**config.mk**
```make
export PLATFORM = sky130hd
export DESIGN_NAME = boc_top
export DESIGN_NICKNAME = d
export VERILOG_FILES = /design/src/shared/boc_pkg.sv /design/src/boc_event_counter.sv /design/src/boc_top.sv
export VERILOG_INCLUDE_DIRS = /design/src /design/src/shared
export SDC_FILE = /design/constraint.sdc
export NUM_CORES = 1
export LEC_CHECK = 0
export BUFFER_PORTS_ARGS = -buffer_cell sky130_fd_sc_hd__buf_2
export CORE_MARGIN = 2
export CORE_UTILIZATION = 51
export DETAILED_ROUTE_END_ITERATION = 7
export GPL_TIMING_DRIVEN = 0
export PLACE_DENSITY = 0.86
export SLEW_MARGIN = 15
export SYNTH_ARGS = -nofsm -noshare
export SYNTH_HDL_FRONTEND = slang
export SYNTH_SLANG_ARGS = --single-unit
```
**constraint.sdc**
```tcl
create_clock -name clk -period 3 [get_ports clk]
set_clock_uncertainty 0.2 [all_clocks]
set_input_delay 0.6 -clock clk [delete_from_list [all_inputs] [get_ports clk]]
set_output_delay 0.6 -clock clk [all_outputs]
set_load 0.01 [all_outputs]
```
**src/shared/boc_defs.svh**
```systemverilog
// Purpose: constants for the buck output configuration register block
// Assumes: included by bare name from design files
// Notes: offsets, field positions, reset value and ramp scaling live here
// How it works
// - 8-bit rw register at 0x01, resets zero
// - bit 7 set forbids full duty
// - bit 6: 0 light-load, 1 forced pwm
// - bit 5: latch at first or fourth overheat
// - bit 4 enables discharge while powered down
// - bits 3:0 give 200 per code step
`ifndef BOC_DEFS_SVH
`define BOC_DEFS_SVH

// register address and power-on value
`define BOC_OUTCFG_ADDR     8'h01
`define BOC_OUTCFG_RESET    8'h00
// field positions inside the output configuration register
`define BOC_FULL_DUTY_BIT   7
`define BOC_FORCED_PWM_BIT  6
`define BOC_OT_POLICY_BIT   5
`define BOC_DISCHARGE_BIT   4
`define BOC_RAMP_MSB        3
`define BOC_RAMP_LSB        0
// ramp time per code step, microseconds per volt
`define BOC_RAMP_STEP_US    12'h0C8
// overheat events before latch-off in counted policy, minus one
`define BOC_OT_LAST_COUNT   3'h3
// unmapped read answer
`define BOC_READ_ZERO       8'h00

`endif

```
**src/shared/boc_pkg.sv**
```systemverilog
// Purpose: types shared by the buck output configuration block
// Assumes: nothing beyond the constants header
// Notes: switching mode and overheat state encodings
`default_nettype none
package boc_pkg;
    // switching mode seen by the power stage
    typedef enum logic [0:0] {
        BOC_MODE_LIGHT_LOAD = 1'b0,
        BOC_MODE_FORCED_PWM = 1'b1
    } boc_sw_mode_t;
    // overheat shutdown state
    typedef enum logic [0:0] {
        BOC_OT_RUN     = 1'b0,
        BOC_OT_LATCHED = 1'b1
    } boc_ot_state_t;
endpackage
`default_nettype wire

```
**src/boc_event_counter.sv**
```systemverilog
// Purpose: saturating counter of single-cycle event pulses
// Assumes: event and clear come from logic on clk
// Notes: clear wins over a same-cycle event; used for overheat counting
`timescale 1ns/1ps
`default_nettype none
module boc_event_counter #(
    parameter int WIDTH = 3
) (
    // clock and reset
    input  wire logic             clk,
    input  wire logic             resetn,
    // control
    input  wire logic             clear,
    input  wire logic             event_pulse,
    // state
    output logic      [WIDTH-1:0] count_r
);
    // all-ones marks saturation so the count never wraps back to zero
    localparam logic [WIDTH-1:0] MAX_COUNT = {WIDTH{1'b1}};

    logic [WIDTH-1:0] count_nxt; // next count value

    // next count: clear, step, or hold
    always_comb begin
        count_nxt = count_r;
        if (clear) begin
            count_nxt = '0;
        end else if (event_pulse && count_r != MAX_COUNT) begin
            count_nxt = count_r + {{(WIDTH-1){1'b0}}, 1'b1};
        end
    end

    // count register
    always_ff @(posedge clk or negedge resetn) begin
        if (!resetn) begin
            count_r <= '0;
        end else begin
            count_r <= count_nxt;
        end
    end
endmodule // boc_event_counter
`default_nettype wire

```
**src/boc_top.sv**
```systemverilog
// Purpose: output configuration register of a step-down regulator
// Assumes: register port driven by a serial slave on clk; pins are async
// Notes: all outputs registered; one-cycle read latency
`timescale 1ns/1ps
`default_nettype none
`include "boc_defs.svh"
module boc_top (
    // clock and reset
    input  wire logic                  clk,
    input  wire logic                  resetn,
    // register port from the serial slave
    input  wire logic [7:0]            reg_addr,
    input  wire logic                  reg_wr,
    input  wire logic [7:0]            reg_wdata,
    output logic      [7:0]            reg_rdata_r,
    // asynchronous pins from the power stage
    input  wire logic                  overheat_pin,
    input  wire logic                  regulator_enable_pin,
    // controls toward the power stage
    output logic                       full_duty_inhibit_r,
    output logic                       forced_pulse_width_mode_r,
    output logic                       light_load_mode_r,
    output var boc_pkg::boc_sw_mode_t  sw_mode_r,
    output logic                       overheat_latched_r,
    output logic                       powerdown_discharge_r,
    output logic      [11:0]           step_ramp_time_r
);
    import boc_pkg::*;

    logic [7:0]      cfg_r;         // output configuration register
    logic            ot_meta_r;     // overheat sync stage one
    logic            ot_sync_r;     // overheat sync stage two
    logic            ot_prev_r;     // overheat previous level
    logic            en_meta_r;     // enable sync stage one
    logic            en_sync_r;     // enable sync stage two
    logic            ot_event;      // overheat rising edge
    logic [2:0]      ot_count_r;    // overheat events seen while running
    logic            ot_cnt_clear;  // restart overheat counting
    boc_ot_state_t   ot_state_r;    // overheat shutdown state
    boc_ot_state_t   ot_state_nxt;  // next overheat state
    logic            cfg_hit;       // register port addresses this register
    logic [11:0]     ramp_nxt;      // decoded ramp time

    assign cfg_hit = (reg_addr == `BOC_OUTCFG_ADDR);

    // register write; other addresses belong to neighbouring blocks
    always_ff @(posedge clk or negedge resetn) begin
        if (!resetn) begin
            cfg_r <= `BOC_OUTCFG_RESET;
        end else if (reg_wr && cfg_hit) begin
            cfg_r <= reg_wdata;
        end
    end

    // read data, zero when the address is not ours so a shared mux can OR
    always_ff @(posedge clk or negedge resetn) begin
        if (!resetn) begin
            reg_rdata_r <= `BOC_READ_ZERO;
        end else if (cfg_hit) begin
            reg_rdata_r <= cfg_r;
        end else begin
            reg_rdata_r <= `BOC_READ_ZERO;
        end
    end

    // two-stage synchronisers for the pins
    always_ff @(posedge clk or negedge resetn) begin
        if (!resetn) begin
            ot_meta_r <= 1'b0;
            ot_sync_r <= 1'b0;
            en_meta_r <= 1'b0;
            en_sync_r <= 1'b0;
        end else begin
            ot_meta_r <= overheat_pin;
            ot_sync_r <= ot_meta_r;
            en_meta_r <= regulator_enable_pin;
            en_sync_r <= en_meta_r;
        end
    end

    // edge memory; reads only the settled stage
    always_ff @(posedge clk or negedge resetn) begin
        if (!resetn) begin
            ot_prev_r <= 1'b0;
        end else begin
            ot_prev_r <= ot_sync_r;
        end
    end

    // one overheat cycle is one rising edge of the warning level
    assign ot_event = ot_sync_r && !ot_prev_r;

    // counting restarts whenever the regulator is off or already latched
    assign ot_cnt_clear = !en_sync_r || (ot_state_r == BOC_OT_LATCHED);

    // overheat cycle counter
    boc_event_counter #(
        .WIDTH(3)
    ) u_ot_counter (
        .clk         (clk),
        .resetn      (resetn),
        .clear       (ot_cnt_clear),
        .event_pulse (ot_event),
        .count_r     (ot_count_r)
    );

    // overheat shutdown state; only a disable releases the latch
    always_comb begin
        ot_state_nxt = ot_state_r;
        unique case (ot_state_r)
            BOC_OT_RUN: begin
                if (en_sync_r && ot_event) begin
                    // policy 0 latches at once, policy 1 on the fourth cycle
                    if (!cfg_r[`BOC_OT_POLICY_BIT]) begin
                        ot_state_nxt = BOC_OT_LATCHED;
                    end else if (ot_count_r == `BOC_OT_LAST_COUNT) begin
                        ot_state_nxt = BOC_OT_LATCHED;
                    end
                end
            end
            BOC_OT_LATCHED: begin
                // a restart through the enable pin is the only way out
                if (!en_sync_r) begin
                    ot_state_nxt = BOC_OT_RUN;
                end
            end
        endcase
    end

    // overheat state register
    always_ff @(posedge clk or negedge resetn) begin
        if (!resetn) begin
            ot_state_r <= BOC_OT_RUN;
        end else begin
            ot_state_r <= ot_state_nxt;
        end
    end

    // latch flag mirrors the next state so it tracks the state register
    always_ff @(posedge clk or negedge resetn) begin
        if (!resetn) begin
            overheat_latched_r <= 1'b0;
        end else begin
            overheat_latched_r <= (ot_state_nxt == BOC_OT_LATCHED);
        end
    end

    // duty and switching mode controls
    always_ff @(posedge clk or negedge resetn) begin
        if (!resetn) begin
            full_duty_inhibit_r       <= 1'b0;
            forced_pulse_width_mode_r <= 1'b0;
            light_load_mode_r         <= 1'b1;
            sw_mode_r                 <= BOC_MODE_LIGHT_LOAD;
        end else begin
            full_duty_inhibit_r       <= cfg_r[`BOC_FULL_DUTY_BIT];
            forced_pulse_width_mode_r <= cfg_r[`BOC_FORCED_PWM_BIT];
            light_load_mode_r         <= !cfg_r[`BOC_FORCED_PWM_BIT];
            sw_mode_r                 <= cfg_r[`BOC_FORCED_PWM_BIT]
                                         ? BOC_MODE_FORCED_PWM
                                         : BOC_MODE_LIGHT_LOAD;
        end
    end

    // discharge only while powered down; never fights a running stage
    always_ff @(posedge clk or negedge resetn) begin
        if (!resetn) begin
            powerdown_discharge_r <= 1'b0;
        end else begin
            powerdown_discharge_r <= cfg_r[`BOC_DISCHARGE_BIT]
                                     && (!en_sync_r
                                         || ot_state_r == BOC_OT_LATCHED);
        end
    end

    // ramp time: (code + 1) steps, so 0010 gives 600 and 1100 gives 2600
    always_comb begin
        ramp_nxt = 12'((12'({8'h00, cfg_r[`BOC_RAMP_MSB:`BOC_RAMP_LSB]})
                        + 12'h001) * `BOC_RAMP_STEP_US);
    end

    // ramp time register, 200 to 3200 fits twelve bits
    always_ff @(posedge clk or negedge resetn) begin
        if (!resetn) begin
            step_ramp_time_r <= `BOC_RAMP_STEP_US;
        end else begin
            step_ramp_time_r <= ramp_nxt;
        end
    end

    // checks: write lands in the register one edge later
    write_store_a: assert property (
        @(posedge clk) disable iff (!resetn)
        (reg_wr && cfg_hit) |=> (cfg_r == $past(reg_wdata)))
        else $error("write to config register not stored");

    // checks: writes elsewhere leave the register alone
    foreign_write_a: assert property (
        @(posedge clk) disable iff (!resetn)
        (reg_wr && !cfg_hit) |=> $stable(cfg_r))
        else $error("foreign write changed config register");

    // checks: read returns register value one cycle on
    read_back_a: assert property (
        @(posedge clk) disable iff (!resetn)
        cfg_hit |=> (reg_rdata_r == $past(cfg_r)))
        else $error("read data does not match register");

    // checks: full duty inhibit follows bit 7 two edges after a write
    duty_inhibit_a: assert property (
        @(posedge clk) disable iff (!resetn)
        (reg_wr && cfg_hit) ##1 !(reg_wr && cfg_hit)
        |=> (full_duty_inhibit_r == $past(reg_wdata[`BOC_FULL_DUTY_BIT], 2)))
        else $error("full duty inhibit does not follow write");

    // checks: exactly one switching mode at a time, matching the enum
    mode_exclusive_a: assert property (
        @(posedge clk) disable iff (!resetn)
        (forced_pulse_width_mode_r != light_load_mode_r)
        && (forced_pulse_width_mode_r == (sw_mode_r == BOC_MODE_FORCED_PWM)))
        else $error("switching mode outputs disagree");

    // checks: immediate policy latches on the first cycle
    ot_first_a: assert property (
        @(posedge clk) disable iff (!resetn)
        (ot_state_r == BOC_OT_RUN && en_sync_r && ot_event
         && !cfg_r[`BOC_OT_POLICY_BIT]) |=> overheat_latched_r)
        else $error("immediate policy did not latch");

    // checks: counted policy holds off before the fourth cycle
    ot_counted_a: assert property (
        @(posedge clk) disable iff (!resetn)
        (ot_state_r == BOC_OT_RUN && cfg_r[`BOC_OT_POLICY_BIT]
         && ot_count_r < `BOC_OT_LAST_COUNT) |=> !overheat_latched_r)
        else $error("counted policy latched too early");

    // checks: discharge never runs while enabled and not latched
    discharge_gate_a: assert property (
        @(posedge clk) disable iff (!resetn)
        (en_sync_r && ot_state_r == BOC_OT_RUN) |=> !powerdown_discharge_r)
        else $error("discharge active while regulator runs");

    // checks: three legible anchor codes of the ramp table
    ramp_anchor_a: assert property (
        @(posedge clk) disable iff (!resetn)
        (cfg_r[3:0] == 4'h2 |=> step_ramp_time_r == 12'h258)
        and (cfg_r[3:0] == 4'hC |=> step_ramp_time_r == 12'hA28)
        and (cfg_r[3:0] == 4'hF |=> step_ramp_time_r == 12'hC80))
        else $error("ramp time decode wrong");
endmodule // boc_top
`default_nettype wire

```
==> qor.yml, run 1 <==
synth:
  synth_mux_area_share_pct: 6.06
  synth_top_area_share_pct: 51.5
  yosys-top-cells-area: "dfrtp_1 (51%), ha_1 (13%), dfstp_2 (6.4%)"
  synth_top_family_by_area: "adder cells"
  synth_compound_area_share_pct: 2.04
  syn_area_mm2: 0.00165
  synth-adder-area-share_pct: 14.1
  synth-simple-area-share_pct: 10.7
  synth_xor_area_share_pct: 4.77
  ys_seq_area_share_pct: 57.8
  syn_area_per_cell_um2: 13.8
  ys_types: 27
  yosys.area.top_type: "dfrtp_1"
  syn_inst: 120
  ys_seq_elements: 38
  yosys_warnings: 0
critical_path:
  reg2reg_depth: 9
  r2r_end: "step_ramp_time_r[11]"
  worstPathBufferInverterCount: 1
  crit_required_ns: 3.05
  arrival_ns: 2.87
  cp_top_family: "adder cells"
  critical_path_class: "flop to flop"
  cpPeakStageDelay_ns: 0.48
  cp_common_cell: "ha_1"
  cp-start-kind: "flop"
  crit_slowest_cell: "dfrtp_1"
  reg2reg_slack_ns: 0.18
  crit_chain: "ha_1 > and3_1 > ha_1 > inv_1 > ha_1 > ha_1 > ha_1 > a31oi_1 > xnor2_1"
  critPathCaptureType: "flop"
  r2r-start: "cfg_r[0]"
  worstPathMaxFanout: 8
timing:
  worstMarginPinSlew_ns: 0.783
  slew_headroom_pct: 47.8
  tns_ns: 0
  setup_viol: 0
  slew_viol_final: 0
  hold_viol: 0
  timing.hold.ws_ns: 0.122
  fin_crit_ns: 2.82
  rsz0062_at_grt: "no"
  finalCritPeriodShare_pct: 94.0
  max_clock_freq_ghz: 0.355
detailed_routing:
  initialDrtViolationCount: 17
  dr.pass1.iters: 4
  ant_nets: 0
  route.final.wire_length_um: 2550
  vias: 1004
  drc: 0
  wl_per_cell_um: 11.7
  viasPerCell: 4.63
grt:
  grt_max_degree: 39
  grt.total_usage_pct: 15.8
  antenna_found_initial: 0
  overflow: 0
  grt_pass1_wl_um: 4060
  first_global_vias: 971
power:
  p_leak_nw: 1.16
  ir_drop_v: 0.000262
  p_per_area_mw_per_mm2: 494
cts:
  clock_path_buffers: 2
  cts_tree: "built"
  cts_hold_buf: 0
  cts_setup_buffers: 0
  clock_latency_ns: 0.34
  numCtsBuffers: 5
  cts_resized: 0
  clk_pin_slew_worst_paths_ns: 0.12
  cts.sinks: 38
  cts_root_buffer: "clkbuf_4"
  cts_htree_levels: 2
floorplanning:
  start_util_pct: 53.7
  dieWidth_um: 60.9
  coreArea_mm2: 0.00308
  die_h_um: 60.9
  io_pins: 47
  die_area_mm2: 0.00371
  rows: 20
cells_and_area:
  multiInputGateArea_um2: 633
  nNetsFinal: 211
  diodes: 0
  regArea_um2: 956
  drive_gt1_share_pct: 40.5
  area_delta_synth_final_pct: 21.5
  fillers: 242
placed_design:
  place_congestion: 0.742
  io_buffers: 43
  hpwl_um: 2060
flow_run:
  max_cap_viol_count: 0
hold_path:
  min_path_type: "primary input to asynchronous set/reset pin"
run_status:
  outcome: "finished clean"
[cells in the mapped netlist]
library cell,instances
dfrtp_1,34
and3_1,1
buf_4,4
nand2b_1,1
ha_1,17
nor2_1,4
mux2i_1,1
a21oi_1,1
nand2_1,1
conb_1,1
a211oi_1,1
and2_1,9
a21o_1,1
inv_1,11
nand3_1,1
xnor2_1,6
o21a_1,1
nand4_4,1
xor2_1,3
nor2b_1,3
nor4_4,1
and3_2,1
dfstp_2,4
fa_1,1
nor3b_1,2
a31oi_1,1
mux2_2,8
[cells by family (layout without fill, tap and decap cells)]
| family | Yosys count | after routing |
|---|---|---|
| flops | 38 | 38 |
| simple gates | 25 | 25 |
| fa+ha+maj | 18 | 18 |
| buf+inv | 15 | 66 |
| xor+xnor | 9 | 9 |
| mux | 9 | 9 |
| compound gates | 5 | 5 |
| other cells | 1 | 3 |
[how the worst max path moves through the flow]
stage                   from                   end  slack (ns)  cells past startpoint
floorplan           cfg_r[0]  step_ramp_time_r[11]        0.37                      9
global placement    cfg_r[0]  step_ramp_time_r[11]        0.26                      9
detailed placement  cfg_r[0]  step_ramp_time_r[11]        0.21                      9
CTS                 cfg_r[0]  step_ramp_time_r[11]        0.16                      9
global route        cfg_r[0]  step_ramp_time_r[11]        0.03                      9
finish              cfg_r[0]  step_ramp_time_r[11]        0.18                      9
[final cells by class]
cell class	count	share of cell area (%)
sequential	38	47.6
tap	44	2.74
clock buffer	5	1.87
inverter	11	2.06
timing repair buffer	43	10.7
buffer	4	1.50
clock inverter	3	1.99
multi-input combinational	69	31.5
[cell usage in the layout, fill, tap and decap left out, drive strengths merged, types with 3 or more instances in the layout]
| cell | instances |
|---|---|
| clkbuf | 5 |
| inv | 11 |
| and2 | 9 |
| xor2 | 3 |
| xnor2 | 6 |
| nor2b | 3 |
| conb | 3 |
| ha | 17 |
| mux2 | 8 |
| dfrtp | 34 |
| nor2 | 4 |
| dfstp | 4 |
| buf | 47 |
[where the power goes]
part | switching (mW) | total, mW | internal, mW | leakage (nW)
clock | 0.161 | 0.333 | 0.173 | 0.0450
sequential | 0.0124 | 0.553 | 0.541 | 0.500
combinational | 0.0571 | 0.105 | 0.0480 | 0.611
[layer usage]
metal  GRT usage [%]  routed length [um]  up-vias
li1                -                   -      487
met1            16.0                1000      487
met2            28.7                1350       25
met3            5.54                 142        5
met4            7.45                  49        0
met5               0                   0        -
[metrics by stage]
stage	total power, mW	instances	cell area, um^2	util (%)	setup slack, ns
3_3_place_gp	0.663	209	1930	62.7	0.258
2_1_floorplan	0.618	122	1660	-	0.374
3_5_place_dp	0.672	209	1930	62.7	0.210
5_1_grt	1.04	217	2010	65.2	0.0290
4_1_cts	1.01	217	2010	65.2	0.158
6_report	0.992	217	2010	65.2	0.180
[state kept, by name (all words and copies together), names as in the netlist]
signal,flops
powerdown_discharge_r,1
reg_rdata_r,8
u_ot_counter.count_r,3
ot_prev_r,1
step_ramp_time_r,9
light_load_mode_r,1
cfg_r,8
full_duty_inhibit_r,1
en_sync_r,1
en_meta_r,1
overheat_latched_r,1
ot_meta_r,1
ot_sync_r,1
forced_pulse_width_mode_r,1
Power figures use the tool's default switching activity.
==> inputs of run 2 (changes only) <==
--- a/config.mk
+++ b/config.mk
@@ -6,7 +6,7 @@
 export SDC_FILE = /design/constraint.sdc
 export NUM_CORES = 1
 export LEC_CHECK = 0
-export BUFFER_PORTS_ARGS = -buffer_cell sky130_fd_sc_hd__buf_2
+export BUFFER_PORTS_ARGS = -buffer_cell sky130_fd_sc_hd__buf_4
 export CORE_MARGIN = 2
 export CORE_UTILIZATION = 51
 export DETAILED_ROUTE_END_ITERATION = 7
==> qor.yml, run 2 (synthesis results as in run 1) <==
run_status:
  outcome: "finished clean"
placed_design:
  pre_cts_slack_ns: 0.202
  io_buffers: 43
  place_inst: 209
  placed_cell_area_mm2: 0.00204
  hpwl_um: 2110
  place_congestion: 0.724
cells_and_area:
  fillers: 240
  reg_top3: "step_ramp_time_r (9), cfg_r (8), reg_rdata_r (8)"
  nNetsFinal: 211
  diodes: 0
  final_common_cell: "buf_4"
  drive_gt1_share_pct: 39.9
  post-route-cell-area_mm2: 0.00210
  final_cell_mix: "buf_4 (47), dfrtp_1 (34), ha_1 (17), inv_1 (11), and2_1 (9)"
  final_util_pct: 68.2
  largest_reg_flops: 9
  area_delta_synth_final_pct: 26.9
  top_register: "step_ramp_time_r"
  final_cells: 217
critical_path:
  r2r-start: "cfg_r[0]"
  cp-start-kind: "flop"
  critPathCaptureType: "flop"
  arrival_ns: 2.88
  worstPathMaxFanout: 8
  crit_start: "cfg_r[0]"
  critical_path_class: "flop to flop"
  crit_required_ns: 3.07
grt:
  overflow: 0
  first_global_vias: 969
  grt.total_usage_pct: 16.5
  antenna_found_initial: 0
  met1_usage_pct: 18.1
  busiest_layer: "met2"
  use_met2_pct: 28.1
  grt_max_degree: 39
  grt_pass1_wl_um: 4240
  met3_usage_pct: 6.61
floorplanning:
  die_area_mm2: 0.00371
  coreArea_mm2: 0.00308
  dieWidth_um: 60.9
  start_util_pct: 53.7
  rows: 20
  io_pins: 47
  die_h_um: 60.9
detailed_routing:
  route.final.wire_length_um: 2690
  initialDrtViolationCount: 18
  vias: 1014
  wl_per_cell_um: 12.4
  drc: 0
  viasPerCell: 4.67
  ant_nets: 0
  dr.pass1.iters: 4
flow_run:
  max_cap_viol_count: 0
timing:
  tns_ns: 0
  max_clock_freq_ghz: 0.355
  setup_viol: 0
  worst_slack_ns: 0.184
  slew_viol_final: 0
  slew_headroom_pct: 60.9
  fin_crit_ns: 2.82
  worstMarginPinSlew_ns: 0.585
  rsz0062_at_grt: "no"
  finalCritPeriodShare_pct: 93.9
  hold_viol: 0
  timing.hold.ws_ns: 0.00100
hold_path:
  min_path_type: "primary input to asynchronous set/reset pin"
cts:
  cts_hold_buf: 0
  clock_latency_ns: 0.34
  clock_path_buffers: 2
  clk_pin_slew_worst_paths_ns: 0.11
  cts_tree: "built"
  cts_setup_buffers: 0
  cts_resized: 0
  cts_root_buffer: "clkbuf_4"
  cts_htree_levels: 2
  numCtsBuffers: 5
  cts.sinks: 38
power:
  p_leak_nw: 1.17
  power_mw: 0.944
  ir_drop_v: 0.000300
  p_per_area_mw_per_mm2: 450
==> run 2: final timing paths <==
path	to	slack, ns	cells after the start
max in group asynchronous	light_load_mode_r	2.25	1
hold / removal	step_ramp_time_r[8]	0.001	1
setup reg to reg	step_ramp_time_r[11]	0.18	9
hold reg to reg	ot_sync_r	0.16	0
setup / recovery	step_ramp_time_r[11]	0.18	9
min in group clk	ot_sync_r	0.16	0
==> run 2: critical path, stage by stage (launching register included) <==
cell and delay, ns:
dfrtp_1 0.48, ha_1 0.27, and3_1 0.22, ha_1 0.28
inv_1 0.04, ha_1 0.28, ha_1 0.29, ha_1 0.32
a31oi_1 0.22, xnor2_1 0.14
==> run 2: layer usage <==
layer	vias to the layer above	part of all wire (%)
met1	495	40
met4	0	2.0
met3	5	4.6
li1	489	-
met2	25	53
met5	-	0
==> run 2: final cells by class <==
class	instances	area [um^2]	area share, %
buffer	4	30.0	1.43
clock buffer	7	55.1	2.62
clock inverter	1	5.00	0.239
inverter	11	41.3	1.97
multi-input combinational	69	633	30.2
sequential	38	956	45.6
tap	44	55.1	2.62
timing repair buffer	43	323	15.4
==> run 2: where the power goes <==
| part | leakage (nW) | internal [mW] | total (mW) | switching (mW) |
|---|---|---|---|---|
| Combinational | 0.635 | 0.0628 | 0.119 | 0.0563 |
| Clock | 0.0353 | 0.114 | 0.270 | 0.157 |
| Sequential | 0.500 | 0.541 | 0.554 | 0.0133 |
